[src/core/upper_data_params.svh]
`ifndef UPPER_DATA_PARAMS_SVH
`define UPPER_DATA_PARAMS_SVH

`define UPPER_WIDTH      9
`define UPPER_LSB        7
`define DATA_WIDTH       16
`define ADDR_WIDTH       17
`define DRIVE_BIT_RESET  1'b0
`define PORT_SEL_RESET   9'h000
`define PORT_DIR_RESET   9'h000
`define PORT_OUT_RESET   9'h000
`define PORT_PULL_RESET  9'h1ff
`define STROBE_PUD_RESET 1'b0
`define TRDS_NS          40
`define READ_CYCLES      ((`TRDS_NS + 39) / 40)

`endif

[src/core/upper_data_pkg.sv]
package upper_data_pkg;
  typedef enum logic [1:0] {
    BUS_IDLE  = 2'b00,
    BUS_READ  = 2'b01,
    BUS_WRITE = 2'b10
  } bus_state_t;
endpackage : upper_data_pkg

[src/core/upper_data_read_pins.sv]
// What this block does
// - Upper data pins not selected as port F lines carry word bits 7..15 on each external access.
// - Drive-control bit decides whether upper data pins float when idle.
// - Drive-control bit is writable by software after reset.
// - Each of nine pins works as port F line, direction per pin.
// - Reset selects data bus function on all nine pins.
// - Clearing a pin's pull-up enable bit turns its pull-up off.
// - Read strobe low through the read; all data pins except port F lines are inputs.
// - Data captured when read strobe returns high.
// - Read strobe qualifies address and space selects while low.
// - Drive-control bit decides whether read strobe floats when idle.
// - Setting strobe pull-up disable bit turns its pull-up off.
// - Program select low on program access, data select on data access.
// - Write cycles drive all data pins except port F lines as outputs.
`timescale 1ns/1ps
`include "upper_data_params.svh"
module upper_data_read_pins
  import upper_data_pkg::*;
#(
  parameter int READ_LEN = `READ_CYCLES
) (
  input  wire logic                       clk_i,
  input  wire logic                       rst_b_i,
  input  wire logic                       drive_bit_we_i,
  input  wire logic                       drive_bit_i,
  input  wire logic                       port_cfg_we_i,
  input  wire logic [`UPPER_WIDTH-1:0]    port_sel_i,
  input  wire logic [`UPPER_WIDTH-1:0]    port_dir_i,
  input  wire logic [`UPPER_WIDTH-1:0]    port_out_i,
  input  wire logic [`UPPER_WIDTH-1:0]    port_pull_i,
  input  wire logic                       strobe_pud_i,
  input  wire logic                       read_req_i,
  input  wire logic                       write_req_i,
  input  wire logic                       data_space_i,
  input  wire logic [`ADDR_WIDTH-1:0]     addr_i,
  input  wire logic [`DATA_WIDTH-1:0]     wdata_i,
  input  wire logic [`UPPER_WIDTH-1:0]    upper_data_in_i,
  output logic [`UPPER_WIDTH-1:0]         upper_data_o,
  output logic [`UPPER_WIDTH-1:0]         upper_data_oe_o,
  output logic [`UPPER_WIDTH-1:0]         port_f_pullup_en_o,
  output logic [`UPPER_WIDTH-1:0]         port_f_in_o,
  output logic                            read_strobe_n_o,
  output logic                            read_strobe_oe_o,
  output logic                            read_strobe_pullup_o,
  output logic                            program_space_select_n_o,
  output logic                            data_space_select_n_o,
  output logic [`ADDR_WIDTH-1:0]          low_address_lines_o,
  output logic                            low_data_dir_in_o,
  output logic [`UPPER_WIDTH-1:0]         rdata_upper_o,
  output logic                            rdata_valid_o,
  output logic                            busy_o,
  output logic                            bus_idle_drive_bit_o
);

  // ----------------------------------------
  // Reset synchroniser
  // ----------------------------------------
  logic rst_meta_reg;
  logic rst_sync_reg;
  always_ff @(posedge clk_i or negedge rst_b_i) begin
    if (!rst_b_i) begin
      rst_meta_reg <= 1'b0;
      rst_sync_reg <= 1'b0;
    end else begin
      rst_meta_reg <= 1'b1;
      rst_sync_reg <= rst_meta_reg;
    end
  end
  wire logic rst_n = rst_sync_reg;

  // ----------------------------------------
  // Configuration
  // ----------------------------------------
  logic                    drive_bit_reg;
  logic [`UPPER_WIDTH-1:0] sel_reg;
  logic [`UPPER_WIDTH-1:0] dir_reg;
  logic [`UPPER_WIDTH-1:0] out_reg;
  logic [`UPPER_WIDTH-1:0] pull_reg;
  logic                    spud_reg;

  always_ff @(posedge clk_i or negedge rst_n) begin
    if (!rst_n) begin
      drive_bit_reg <= `DRIVE_BIT_RESET;
    end else if (drive_bit_we_i) begin
      drive_bit_reg <= drive_bit_i;
    end
  end

  always_ff @(posedge clk_i or negedge rst_n) begin
    if (!rst_n) begin
      sel_reg  <= `PORT_SEL_RESET;
      dir_reg  <= `PORT_DIR_RESET;
      out_reg  <= `PORT_OUT_RESET;
      pull_reg <= `PORT_PULL_RESET;
      spud_reg <= `STROBE_PUD_RESET;
    end else if (port_cfg_we_i) begin
      sel_reg  <= port_sel_i;
      dir_reg  <= port_dir_i;
      out_reg  <= port_out_i;
      pull_reg <= port_pull_i;
      spud_reg <= strobe_pud_i;
    end
  end

  // ----------------------------------------
  // Bus cycle sequencer
  // ----------------------------------------
  bus_state_t              state_reg;
  bus_state_t              state_next;
  logic [7:0]              cnt_reg;
  logic                    last_cycle;
  logic [`DATA_WIDTH-1:0]  wdata_reg;
  logic [`ADDR_WIDTH-1:0]  addr_reg;
  logic                    space_reg;

  assign last_cycle = (cnt_reg == 8'(READ_LEN - 1));

  always_comb begin
    state_next = state_reg;
    case (state_reg)
      BUS_IDLE: begin
        if (read_req_i) begin
          state_next = BUS_READ;
        end else if (write_req_i) begin
          state_next = BUS_WRITE;
        end
      end
      BUS_READ: begin
        if (last_cycle) begin
          state_next = BUS_IDLE;
        end
      end
      BUS_WRITE: begin
        if (last_cycle) begin
          state_next = BUS_IDLE;
        end
      end
      default: begin
        state_next = BUS_IDLE;
      end
    endcase
  end

  always_ff @(posedge clk_i or negedge rst_n) begin
    if (!rst_n) begin
      state_reg <= BUS_IDLE;
      cnt_reg   <= 8'h00;
    end else begin
      state_reg <= state_next;
      if (state_reg == BUS_IDLE || last_cycle) begin
        cnt_reg <= 8'h00;
      end else begin
        cnt_reg <= cnt_reg + 8'h01;
      end
    end
  end

  always_ff @(posedge clk_i or negedge rst_n) begin
    if (!rst_n) begin
      wdata_reg <= 16'h0000;
      addr_reg  <= 17'h00000;
      space_reg <= 1'b0;
    end else if (state_reg == BUS_IDLE && (read_req_i || write_req_i)) begin
      wdata_reg <= wdata_i;
      addr_reg  <= addr_i;
      space_reg <= data_space_i;
    end
  end

  // ----------------------------------------
  // Strobe, selects and address pins
  // ----------------------------------------
  logic active_next;
  logic read_next;
  logic write_next;
  logic space_next;
  // Space of the request being taken, not of the previous one
  assign space_next  = (state_reg == BUS_IDLE) ? data_space_i : space_reg;
  assign read_next   = (state_next == BUS_READ);
  assign write_next  = (state_next == BUS_WRITE);
  assign active_next = read_next | write_next;

  always_ff @(posedge clk_i or negedge rst_n) begin
    if (!rst_n) begin
      read_strobe_n_o          <= 1'b1;
      read_strobe_oe_o         <= 1'b0;
      program_space_select_n_o <= 1'b1;
      data_space_select_n_o    <= 1'b1;
      low_address_lines_o      <= 17'h00000;
      low_data_dir_in_o        <= 1'b1;
      busy_o                   <= 1'b0;
    end else begin
      read_strobe_n_o  <= ~read_next;
      read_strobe_oe_o <= active_next | drive_bit_reg;
      // Selects low for reads and writes alike; address latched at start and held after
      program_space_select_n_o <= ~(active_next & ~space_next);
      data_space_select_n_o    <= ~(active_next & space_next);
      if (state_reg == BUS_IDLE && active_next) begin
        low_address_lines_o <= addr_i;
      end
      low_data_dir_in_o <= ~write_next;
      busy_o            <= active_next;
    end
  end

  // ----------------------------------------
  // Upper data pins
  // ----------------------------------------
  logic [`UPPER_WIDTH-1:0] pin_d;
  logic [`UPPER_WIDTH-1:0] pin_oe_d;
  logic [`UPPER_WIDTH-1:0] bus_d;

  assign bus_d = (state_reg == BUS_IDLE) ? wdata_i[`DATA_WIDTH-1:`UPPER_LSB]
                                         : wdata_reg[`DATA_WIDTH-1:`UPPER_LSB];

  genvar gi;
  generate
    for (gi = 0; gi < `UPPER_WIDTH; gi = gi + 1) begin : g_pin
      upper_pin_cell u_cell (
        .bus_drive_i (write_next | (~active_next & drive_bit_reg)),
        .bus_float_i (read_next),
        .bus_data_i  (bus_d[gi]),
        .port_sel_i  (sel_reg[gi]),
        .port_dir_i  (dir_reg[gi]),
        .port_out_i  (out_reg[gi]),
        .pin_o       (pin_d[gi]),
        .pin_oe_o    (pin_oe_d[gi])
      );
    end
  endgenerate

  always_ff @(posedge clk_i or negedge rst_n) begin
    if (!rst_n) begin
      upper_data_o       <= 9'h000;
      upper_data_oe_o    <= 9'h000;
      port_f_pullup_en_o <= 9'h1ff;
      port_f_in_o        <= 9'h000;
      read_strobe_pullup_o <= 1'b1;
      bus_idle_drive_bit_o <= `DRIVE_BIT_RESET;
    end else begin
      upper_data_o         <= pin_d;
      upper_data_oe_o      <= pin_oe_d;
      port_f_pullup_en_o   <= pull_reg;
      port_f_in_o          <= upper_data_in_i;
      read_strobe_pullup_o <= ~spud_reg;
      bus_idle_drive_bit_o <= drive_bit_reg;
    end
  end

  // ----------------------------------------
  // Read capture at strobe release
  // ----------------------------------------
  always_ff @(posedge clk_i or negedge rst_n) begin
    if (!rst_n) begin
      rdata_upper_o <= 9'h000;
      rdata_valid_o <= 1'b0;
    end else begin
      rdata_valid_o <= 1'b0;
      if (state_reg == BUS_READ && last_cycle) begin
        rdata_upper_o <= upper_data_in_i;
        rdata_valid_o <= 1'b1;
      end
    end
  end

endmodule : upper_data_read_pins

[src/core/upper_pin_cell.sv]
`timescale 1ns/1ps
// ----------------------------------------
// One shared data/port pin
// ----------------------------------------
module upper_pin_cell (
  input  wire logic bus_drive_i,
  input  wire logic bus_float_i,
  input  wire logic bus_data_i,
  input  wire logic port_sel_i,
  input  wire logic port_dir_i,
  input  wire logic port_out_i,
  output logic      pin_o,
  output logic      pin_oe_o
);
  always_comb begin
    if (port_sel_i) begin
      pin_o    = port_out_i;
      pin_oe_o = port_dir_i;
    end else begin
      pin_o    = bus_data_i;
      pin_oe_o = bus_drive_i & ~bus_float_i;
    end
  end
endmodule : upper_pin_cell

[config.mk]
export PLATFORM = sky130hd
export DESIGN_NAME = upper_data_read_pins
export DESIGN_NICKNAME = d
export VERILOG_FILES = /design/src/core/upper_data_pkg.sv /design/src/core/upper_data_read_pins.sv /design/src/core/upper_pin_cell.sv
export VERILOG_INCLUDE_DIRS = /design/src /design/src/core
export SDC_FILE = /design/constraint.sdc
export NUM_CORES = 1
export LEC_CHECK = 0
export BUFFER_PORTS_ARGS = -buffer_cell sky130_fd_sc_hd__buf_2
export CORE_MARGIN = 2
export CORE_UTILIZATION = 50
export DETAILED_ROUTE_END_ITERATION = 7
export GPL_TIMING_DRIVEN = 0
export PLACE_DENSITY = 0.79
export SYNTH_ARGS = -nofsm -noshare
export SYNTH_HDL_FRONTEND = slang
export SYNTH_SLANG_ARGS = --single-unit
[constraint.sdc]
create_clock -name clk_i -period 4.4 [get_ports clk_i]
set_input_delay 0.88 -clock clk_i [delete_from_list [all_inputs] [get_ports clk_i]]
set_output_delay 0.88 -clock clk_i [all_outputs]
set_load 0.01 [all_outputs]
==> results.sh, run 1 <==
export IMPL_htree_levels=4
export IMPL_synth_cells=324
export IMPL_crit_end="low_address_lines_o[7]"
export IMPL_reg2reg_slack_ns=1.45
export IMPL_syn_to_final_growth_pct=30.5
export IMPL_fmax_mhz=339
export IMPL_hold_buffers=0
export IMPL_n_antenna_cell=0
export IMPL_cts_buffers=17
export IMPL_synth_seq_cells=131
export IMPL_vias=3098
export IMPL_required_ns=4.78
export IMPL_critical_path_max_fanout=10
export IMPL_min_period_ns=2.95
export IMPL_tightestPinTransition_ns=0.763
export IMPL_num_rows=36
export IMPL_fin_crit_sh=0.671
export IMPL_ys_warn_count=0
export IMPL_yosysTopAreaCell="dfrtp_1"
export IMPL_start_kind="flip-flop"
export IMPL_setup_tns_ns=0
export IMPL_ys_top_cells_by_count="108 x dfrtp_1, 73 x mux2_2, 23 x dfstp_2, 23 x nand2_1, 23 x o21ai_0"
export IMPL_core_sq_um=9640
export IMPL_synth_edf_count=0
export IMPL_post_cts_resized=0
export IMPL_io_buffers=149
export IMPL_avgSynthCellArea_sq_um=15.1
export IMPL_root_buffer="clkbuf_8"
export IMPL_critPathArrivalTime_ns=3.33
export IMPL_drt_iter0_drc=52
export IMPL_finalInstanceArea_sq_um=6370
export IMPL_timing_rr_end="low_address_lines_o[7]"
export IMPL_cts_buffer_depth=2
export IMPL_ys_seq_area_frac=0.678
export IMPL_cts_tree="yes"
export IMPL_routed_via_density=4.85
export IMPL_grt_total_usage=0.187
export IMPL_nets=587
export IMPL_outcome="complete, no violations"
export IMPL_clock_sinks=131
export IMPL_p_leak_nw=3.05
export IMPL_min_path_type="input pin to async pin"
export IMPL_synth_most_common_cell="dfrtp_1"
export IMPL_drc_errors=0
export IMPL_first_global_vias=3233
export IMPL_ant_nets=0
export IMPL_end_kind="flip-flop"
export IMPL_die_area_sq_um=10600
export IMPL_reg2reg_from="state_reg[0]"
export IMPL_setup_viol=0
export IMPL_synth_top_flop_cell="dfrtp_1"
export IMPL_ys_top_cells_by_area="dfrtp_1 55%, mux2_2 17%, dfstp_2 12%"
export IMPL_synth_nets=418
export IMPL_layout_core_utilization=0.661
export IMPL_dp_hpwl_um=6820
export IMPL_overflow=0
export IMPL_clk_pin_slew_ns=0.06
export IMPL_wl_um=9550
export IMPL_start_util=0.506
export IMPL_largest_register="low_address_lines_o"
export IMPL_drtPass1Iterations=4
export IMPL_rsz0062_at_grt="false"
export IMPL_dieWidth_um=103
export IMPL_grt_pass1_wl_um=15000
export IMPL_grt_max_degree=70
export IMPL_final_max_slew_viol_count=0
export IMPL_critical_path_startpoint="state_reg[0]"
export IMPL_pin_count=158
export IMPL_clock_latency_ns=0.50
export IMPL_place_gp_congestion=0.714
export IMPL_slew_headroom=0.491
export IMPL_largest_reg_flops=17
export IMPL_rr_worst_depth=11
export IMPL_yosys_cell_types_count=31
export IMPL_cap_viol_max_count=0
export IMPL_vdd_drop_max_uv=304
export IMPL_grt_antenna_before_repair=0
export IMPL_fp_dieH_um=103
export IMPL_post_cts_buffers=0
export IMPL_fin_skew_ns=0.00749
export IMPL_p_per_area_nw_per_um2=588
export IMPL_crit_type="flip-flop to flip-flop"
export IMPL_drive_gt1_frac=0.579
export IMPL_wire_per_inst_um=14.9
export IMPL_placed_cell_area_sq_um=5820
export IMPL_async_reset_ff_frac=1.00
export IMPL_syn_area_sq_um=4880
export IMPL_finalHoldViolations=0
export IMPL_synth_top_area_share=0.554
area by class of cell:
cell class | instances | area (sq um)
repair buffers | 150 | 773
plain buffers | 8 | 41.3
well taps | 133 | 166
inverters | 10 | 37.5
clock inverters | 14 | 126
fillers | 776 | 3270
multi-input cells | 175 | 1500
clock buffers | 18 | 418
flip-flops and latches | 131 | 3310
how the worst min path moves through the flow:
stage	startpoint	endpoint	slack [ns]	depth (start not counted)
6_report	rst_b_i	rst_n	0.15	1
5_1_grt	rst_b_i	rst_n	0.13	1
4_1_cts	rst_b_i	rst_n	0.13	1
3_5_place_dp	rst_meta_reg	rst_n	0.35	0
3_3_place_gp	rst_meta_reg	rst_n	0.34	0
2_1_floorplan	rst_meta_reg	rst_n	0.33	0
worst max-delay path, stage by stage, from the launching register on:
cell,delay (ns)
dfrtp_1,0.45
inv_1,0.09
ha_1,0.14
buf_2,0.17
buf_2,0.34
o21ai_0,0.20
a21o_1,0.20
ha_1,0.35
nor2b_1,0.12
buf_2,0.21
buf_4,0.22
mux2_2,0.35
logic make-up after synthesis:
| family | Yosys count | share of synthesized area |
|---|---|---|
| AO/OA/AOI/OAI | 35 | 0.0428 |
| flip-flops | 131 | 0.678 |
| adder cells (fa/ha/maj) | 7 | 0.0179 |
| XOR/XNOR | 3 | 0.00538 |
| AND/OR/NAND/NOR | 46 | 0.0505 |
| buffers and inverters | 18 | 0.0162 |
| multiplexers | 83 | 0.189 |
| other | 1 | 0.000768 |
per-stage QoR:
stage	instances	worst slack, ns	hold slack (ns)	power [W]
3_5_place_dp	607	1.44	0.347	0.00250
4_1_cts	639	1.42	0.130	0.00380
6_report	639	1.45	0.154	0.00375
2_1_floorplan	324	0.520	0.331	0.00215
3_3_place_gp	606	-0.663	0.340	0.00246
5_1_grt	639	1.25	0.125	0.00396
per-layer routing:
| metal | GRT usage | routed length, um |
|---|---|---|
| met5 | 0 | 0 |
| met3 | 0.0739 | 876 |
| met1 | 0.208 | 3790 |
| met4 | 0.0719 | 110 |
| met2 | 0.322 | 4770 |
cell usage in the layout (no fill, tap or decap), drive strengths merged, types with 2 or more instances in the layout:
| master | instances |
|---|---|
| dfrtp | 108 |
| o21ai | 24 |
| nand2 | 23 |
| buf | 157 |
| clkbuf | 19 |
| o211ai | 2 |
| or3 | 4 |
| clkinv | 7 |
| a21oi | 4 |
| nand3 | 4 |
| dfstp | 23 |
| inv | 15 |
| nand2b | 2 |
| ha | 7 |
| mux2i | 10 |
| a21o | 3 |
| nor2 | 6 |
| mux2 | 73 |
| nor2b | 2 |
| xor2 | 2 |
power by group:
part / switching [W] / total [W] / internal [W] / leakage (nW)
clock: 0.000520 / 0.00128 / 0.000756 / 0.272
combinational: 0.000409 / 0.000837 / 0.000429 / 1.25
sequential: 0.000131 / 0.00163 / 0.00150 / 1.53
Power figures use the tool's default switching activity.
==> inputs of run 2 (changes only) <==
Settings changed: CORE_UTILIZATION 50 to 45, PLACE_DENSITY 0.79 to 0.75.
Clock period 4.4 ns to 2.6 ns, I/O delays scaled along.
==> results.sh, run 2 (synthesis results as in run 1) <==
export IMPL_die_area_sq_um=11700
export IMPL_tightestPinTransition_ns=0.934
export IMPL_p_per_area_nw_per_um2=1010
export IMPL_syn_to_final_growth_pct=35.7
export IMPL_busiest_layer="met2"
export IMPL_cts_buffer_depth=2
export IMPL_root_buffer="clkbuf_8"
export IMPL_num_rows=38
export IMPL_largest_reg_flops=17
export IMPL_dieWidth_um=108
export IMPL_setup_viol=0
export IMPL_drive_gt1_frac=0.593
export IMPL_clk_pin_slew_ns=0.06
export IMPL_clock_sinks=131
export IMPL_rsz0062_at_grt="true"
export IMPL_grt_antenna_before_repair=0
export IMPL_power_total_w=0.00670
export IMPL_fmax_mhz=388
export IMPL_grt_pass1_wl_um=15900
export IMPL_vias=3188
export IMPL_final_max_slew_viol_count=0
export IMPL_wl_um=10300
export IMPL_vdd_drop_max_uv=567
export IMPL_clock_latency_ns=0.52
export IMPL_ant_nets=0
export IMPL_first_global_vias=3324
export IMPL_cts_tree="yes"
export IMPL_final_common_cell="buf_2"
export IMPL_fin_crit_sh=0.991
export IMPL_outcome="complete, no violations"
export IMPL_finalHoldViolations=0
export IMPL_cts_buffers=17
export IMPL_grt_total_usage=0.180
export IMPL_routed_via_density=4.84
export IMPL_critPathArrivalTime_ns=2.98
export IMPL_fin_skew_ns=0.0109
export IMPL_slew_headroom=0.377
export IMPL_wire_per_inst_um=15.6
export IMPL_dp_slack_ns=-0.360
export IMPL_worstHoldStart="upper_data_in_i[8]"
export IMPL_gr_usage_met1=0.202
export IMPL_htree_levels=4
export IMPL_min_period_ns=2.58
export IMPL_critical_path_startpoint="cnt_reg[1]"
export IMPL_nets=599
export IMPL_gr_usage_met3=0.0717
export IMPL_drtPass1Iterations=4
export IMPL_cap_viol_max_count=0
export IMPL_grt_max_degree=73
export IMPL_end_kind="flip-flop"
export IMPL_drc_errors=0
export IMPL_largest_register="low_address_lines_o"
export IMPL_overflow=0
export IMPL_use_met2=0.309
export IMPL_start_kind="flip-flop"
export IMPL_dp_hpwl_um=6970
export IMPL_required_ns=3.00
export IMPL_n_antenna_cell=0
export IMPL_rr_worst_depth=10
export IMPL_reg2reg_from="cnt_reg[1]"
export IMPL_start_util=0.456
export IMPL_layout_core_utilization=0.619
export IMPL_place_gp_congestion=0.753
export IMPL_p_leak_nw=3.20
export IMPL_pin_count=158
export IMPL_crit_type="flip-flop to flip-flop"
export IMPL_hold_worst_slack_ns=0.121
export IMPL_setup_tns_ns=0
export IMPL_core_sq_um=10700
export IMPL_layout_common_cells="152 x buf_2, 107 x dfrtp_1, 56 x mux2_2"
export IMPL_min_path_type="input pin to flip-flop"
export IMPL_fp_dieH_um=108
export IMPL_io_buffers=149
export IMPL_critical_path_max_fanout=5
export IMPL_drt_iter0_drc=152
export IMPL_min_path_cells=1
export IMPL_timing_final_ws_setup_ns=0.0229
[run 2: final cells by class]
class | instances | area [sq um]
inverters | 10 | 37.5
fillers | 861 | 4080
well taps | 140 | 175
clock inverters | 12 | 130
plain buffers | 8 | 68.8
repair buffers | 162 | 891
flip-flops and latches | 131 | 3310
multi-input cells | 175 | 1570
clock buffers | 20 | 435
[run 2: critical path, cell delays in order, from the launching register on]
cell	delay, ns
dfrtp_1	0.37
inv_1	0.06
ha_2	0.17
or4b_4	0.48
o211ai_2	0.22
a211oi_2	0.11
ha_1	0.31
nor2b_1	0.12
buf_4	0.17
clkbuf_16	0.16
mux2_4	0.29
[run 2: metal layers]
metal,wire length [um],vias up
met2,5230,113
met4,141,0
li1,-,1490
met1,4060,1573
met3,850,12
met5,0,-
[run 2: worst paths after layout]
| kind | to | slack (ns) |
|---|---|---|
| max | low_address_lines_o[13] | 0.02 |
| min | port_f_in_o[8] | 0.12 |
| max reg2reg | low_address_lines_o[13] | 0.02 |
| min reg2reg | rst_n | 0.36 |
| max in group asynchronous | pull_reg[7] | 1.29 |
| min in group asynchronous | rst_meta_reg | 0.32 |
[run 2: timing repair]
| action | CTS | global route |
|---|---|---|
| cloned | 0 | 1 |
| setup buffers | 7 | 3 |
| endpoints found under the setup margin | 26 | 26 |
| endpoints found under the hold margin | 2 | 0 |
| pin swaps | 3 | 4 |
| resized for setup | 5 | 27 |
| hold buffers | 1 | 0 |
[run 2: power breakdown]
part / total (W) / internal [W] / switching, W
Combinational: 0.00168 / 0.000923 / 0.000755
Sequential: 0.00278 / 0.00254 / 0.000241
Clock: 0.00224 / 0.00139 / 0.000853
Total: 0.00670 / 0.00486 / 0.00185
[run 2: through the flow]
stage	cell area (sq um)	cells
CTS	6480	654
global route	6620	658
detailed placement	5830	614
floorplan	4880	324
finish	6620	658
global placement	5800	613
==> inputs of run 3 (changes only) <==
Settings changed: CORE_UTILIZATION 45 to 46, PLACE_DENSITY 0.75 to 0.76, SETUP_SLACK_MARGIN set to 0.15, SYNTH_HIERARCHICAL set to 1.
Clock period 2.6 ns to 2.3 ns, I/O delays scaled along.
==> results.sh, run 3 <==
export IMPL_avgSynthCellArea_sq_um=15.4
export IMPL_synth_xor_xnor_area_share=0.00525
export IMPL_outcome="complete, but fails checks"
export IMPL_wire_per_inst_um=16.2
export IMPL_largest_reg_flops=17
export IMPL_overflow=0
export IMPL_synth_most_common_cell="dfrtp_1"
export IMPL_clock_latency_ns=0.51
export IMPL_pwr_share_clk=0.329
export IMPL_min_period_ns=2.64
export IMPL_clock_sinks=131
export IMPL_slowest_delay_ns=0.51
export IMPL_crit_type="flip-flop to flip-flop"
export IMPL_htree_levels=4
export IMPL_violations="setup timing"
export IMPL_synthMuxAreaShare=0.214
export IMPL_cap_viol_max_count=0
export IMPL_syn_area_sq_um=5000
export IMPL_p_per_area_nw_per_um2=1150
export IMPL_tightestPinTransition_ns=0.845
export IMPL_start_util=0.465
export IMPL_clk_pin_slew_ns=0.05
export IMPL_dp_hpwl_um=7040
export IMPL_fin_skew_ns=0.00538
export IMPL_setup_viol=26
export IMPL_slew_headroom=0.437
export IMPL_vdd_drop_max_uv=569
export IMPL_p_int_w=0.00570
export IMPL_first_global_vias=3270
export IMPL_p_leak_nw=3.24
export IMPL_yosys_cell_types_count=32
export IMPL_grt_pass1_wl_um=16300
export IMPL_finalHoldViolations=0
export IMPL_num_rows=38
export IMPL_synth_top_area_share=0.540
export IMPL_cts_tree="yes"
export IMPL_routed_via_density=4.86
export IMPL_critical_path_max_fanout=5
export IMPL_min_path_type="input pin to flip-flop"
export IMPL_n_antenna_cell=0
export IMPL_synth_edf_count=0
export IMPL_synth_seq_cells=131
export IMPL_synth_fa_ha_area_frac=0.0175
export IMPL_dp_cells=614
export IMPL_vias=3201
export IMPL_synth_cells=324
export IMPL_fin_crit_sh=1.15
export IMPL_syn_to_final_growth_pct=36.7
export IMPL_dieWidth_um=108
export IMPL_ant_nets=0
export IMPL_required_ns=2.69
export IMPL_start_kind="flip-flop"
export IMPL_cts_buffers=17
export IMPL_timing_final_ws_setup_ns=-0.336
export IMPL_end_kind="flip-flop"
export IMPL_power_total_w=0.00783
export IMPL_hold_worst_slack_ns=0.0741
export IMPL_synth_compound_area_frac=0.0310
export IMPL_drive_gt1_frac=0.635
export IMPL_yosys_area_share_simple=0.0545
export IMPL_io_buffers=149
export IMPL_cp_cell_sequence="inv_1 -> ha_2 -> or4b_4 -> o211ai_4 -> a211oi_2 -> ha_1 -> nor2b_1 -> buf_4 -> clkbuf_16 -> mux2_4"
export IMPL_grt_total_usage=0.187
export IMPL_ys_top_cells_by_area="dfrtp_1 54%, mux2_2 18%, dfstp_2 12%"
export IMPL_p_comb_frac=0.268
export IMPL_async_reset_ff_frac=1.00
export IMPL_core_sq_um=10700
export IMPL_fp_dieH_um=108
export IMPL_nets=599
export IMPL_rsz0062_at_grt="true"
export IMPL_cpLargestDelayFamily="simple AND/OR/NAND/NOR gates"
export IMPL_largest_register="low_address_lines_o"
export IMPL_p_switching_w=0.00213
export IMPL_drt_iter0_drc=107
export IMPL_ys_seq_area_frac=0.661
export IMPL_pwr_share_seq=0.403
export IMPL_fmax_mhz=379
export IMPL_ys_warn_count=6
export IMPL_switching_share=0.272
export IMPL_grt_antenna_before_repair=0
export IMPL_drtPass1Iterations=5
export IMPL_die_area_sq_um=11700
export IMPL_layout_core_utilization=0.636
export IMPL_synth_top_flop_cell="dfrtp_1"
export IMPL_wl_um=10700
export IMPL_critPathArrivalTime_ns=3.02
export IMPL_root_buffer="clkbuf_8"
export IMPL_synth_nets=418
export IMPL_layout_common_cells="152 x buf_2, 107 x dfrtp_1, 65 x mux2_2"
export IMPL_final_max_slew_viol_count=0
export IMPL_crit_buf_inv=3
export IMPL_place_gp_congestion=0.718
export IMPL_synth_top_family_by_area="multiplexers"
export IMPL_yosysTopAreaCell="dfrtp_1"
export IMPL_ys_top_cells_by_count="108 x dfrtp_1, 82 x mux2_2, 23 x dfstp_2"
export IMPL_pin_count=158
export IMPL_grt_max_degree=68
export IMPL_cts_buffer_depth=2
export IMPL_crit_slowest_cell="or4b_4"
export IMPL_final_cells=658
export IMPL_drc_errors=0
export IMPL_dp_slack_ns=-0.463
export IMPL_final_common_cell="buf_2"
run 3: cell count changes after synthesis:
cell,change
mux2i_1,-9
nand2b_1,+9
a211o_1,+1
mux2_4,+9
a211o_2,-1
buf_4,+1
clkbuf_1,+1
mux2_2,+9
a21o_1,-1
o21ai_0,-9
buf_2,-2
nand2_1,-8
run 3: kinds of logic (layout without fill, tap and decap cells):
group                      after synthesis  in the layout
xor gates and xnor gates                 3              3
AOI/OAI and AO/OA                       25             25
and+or+nand+nor                         47             48
adders and majority gates                7              7
other                                    1              1
muxes                                   92             92
buffers and inverters                   18            211
DFF                                    131            131
run 3: repair_timing:
| item | CTS | global route |
|---|---|---|
| hold endpoints to repair | 2 | 0 |
| hold buffers | 1 | 0 |
| buffers inserted | 7 | 2 |
| resized for setup | 12 | 28 |
| setup endpoints to repair | 28 | 30 |
| gates cloned | 1 | 1 |
| pin swaps | 4 | 4 |
run 3: power groups by stage:
| stage | Combinational (W) | Sequential, W | Clock, W |
|---|---|---|---|
| after floorplan | 0.000879 | 0.00336 | 0 |
| after global placement | 0.00169 | 0.00317 | 0 |
| after detailed placement | 0.00176 | 0.00318 | 0 |
| after CTS | 0.00189 | 0.00314 | 0.00266 |
| after global routing | 0.00227 | 0.00323 | 0.00277 |
| final | 0.00210 | 0.00316 | 0.00258 |
run 3: routing by layer:
layer	vias to the layer above	track usage	part of all wire
met2	126	0.298	0.49
met4	0	0.0879	0.013
met1	1588	0.234	0.42
met3	13	0.0561	0.075
li1	1474	-	-
met5	-	0	0
run 3: per-stage QoR:
step / TNS (ns) / instance area (sq um)
global placement: -7.36 / 5930
finish: -6.18 / 6840
floorplan: -2.61 / 5010
CTS: -5.15 / 6680
detailed placement: -8.21 / 5960
global route: -8.93 / 6840
run 3: final timing paths:
kind / start / to / slack [ns] / depth (start not counted)
min in group asynchronous: rst_b_i / rst_meta_reg / 0.26 / 2
worst min register to register: rst_meta_reg / rst_n / 0.35 / 0
worst max-delay path: cnt_reg[0] / low_address_lines_o[7] / -0.34 / 10
worst max register to register: cnt_reg[0] / low_address_lines_o[7] / -0.34 / 10
worst min-delay path: upper_data_in_i[4] / port_f_in_o[4] / 0.07 / 1
max in group asynchronous: rst_n / low_data_dir_in_o / 1.02 / 1
run 3: area by class of cell:
class | instances | area (sq um)
multi-input cells | 176 | 1790
flip-flops and latches | 131 | 3310
clock inverters | 9 | 103
plain buffers | 8 | 61.3
clock buffers | 23 | 477
fillers | 814 | 3910
inverters | 10 | 37.5
well taps | 140 | 175
repair buffers | 161 | 888
run 3: worst register-to-register path, delay by kind of cell, from the launching register on:
kind / cells / cell delay (ns)
buf+inv: 3 / 0.39
fa+ha+maj: 2 / 0.50
flops: 1 / 0.37
mux: 1 / 0.30
compound gates: 2 / 0.31
simple gates: 2 / 0.64
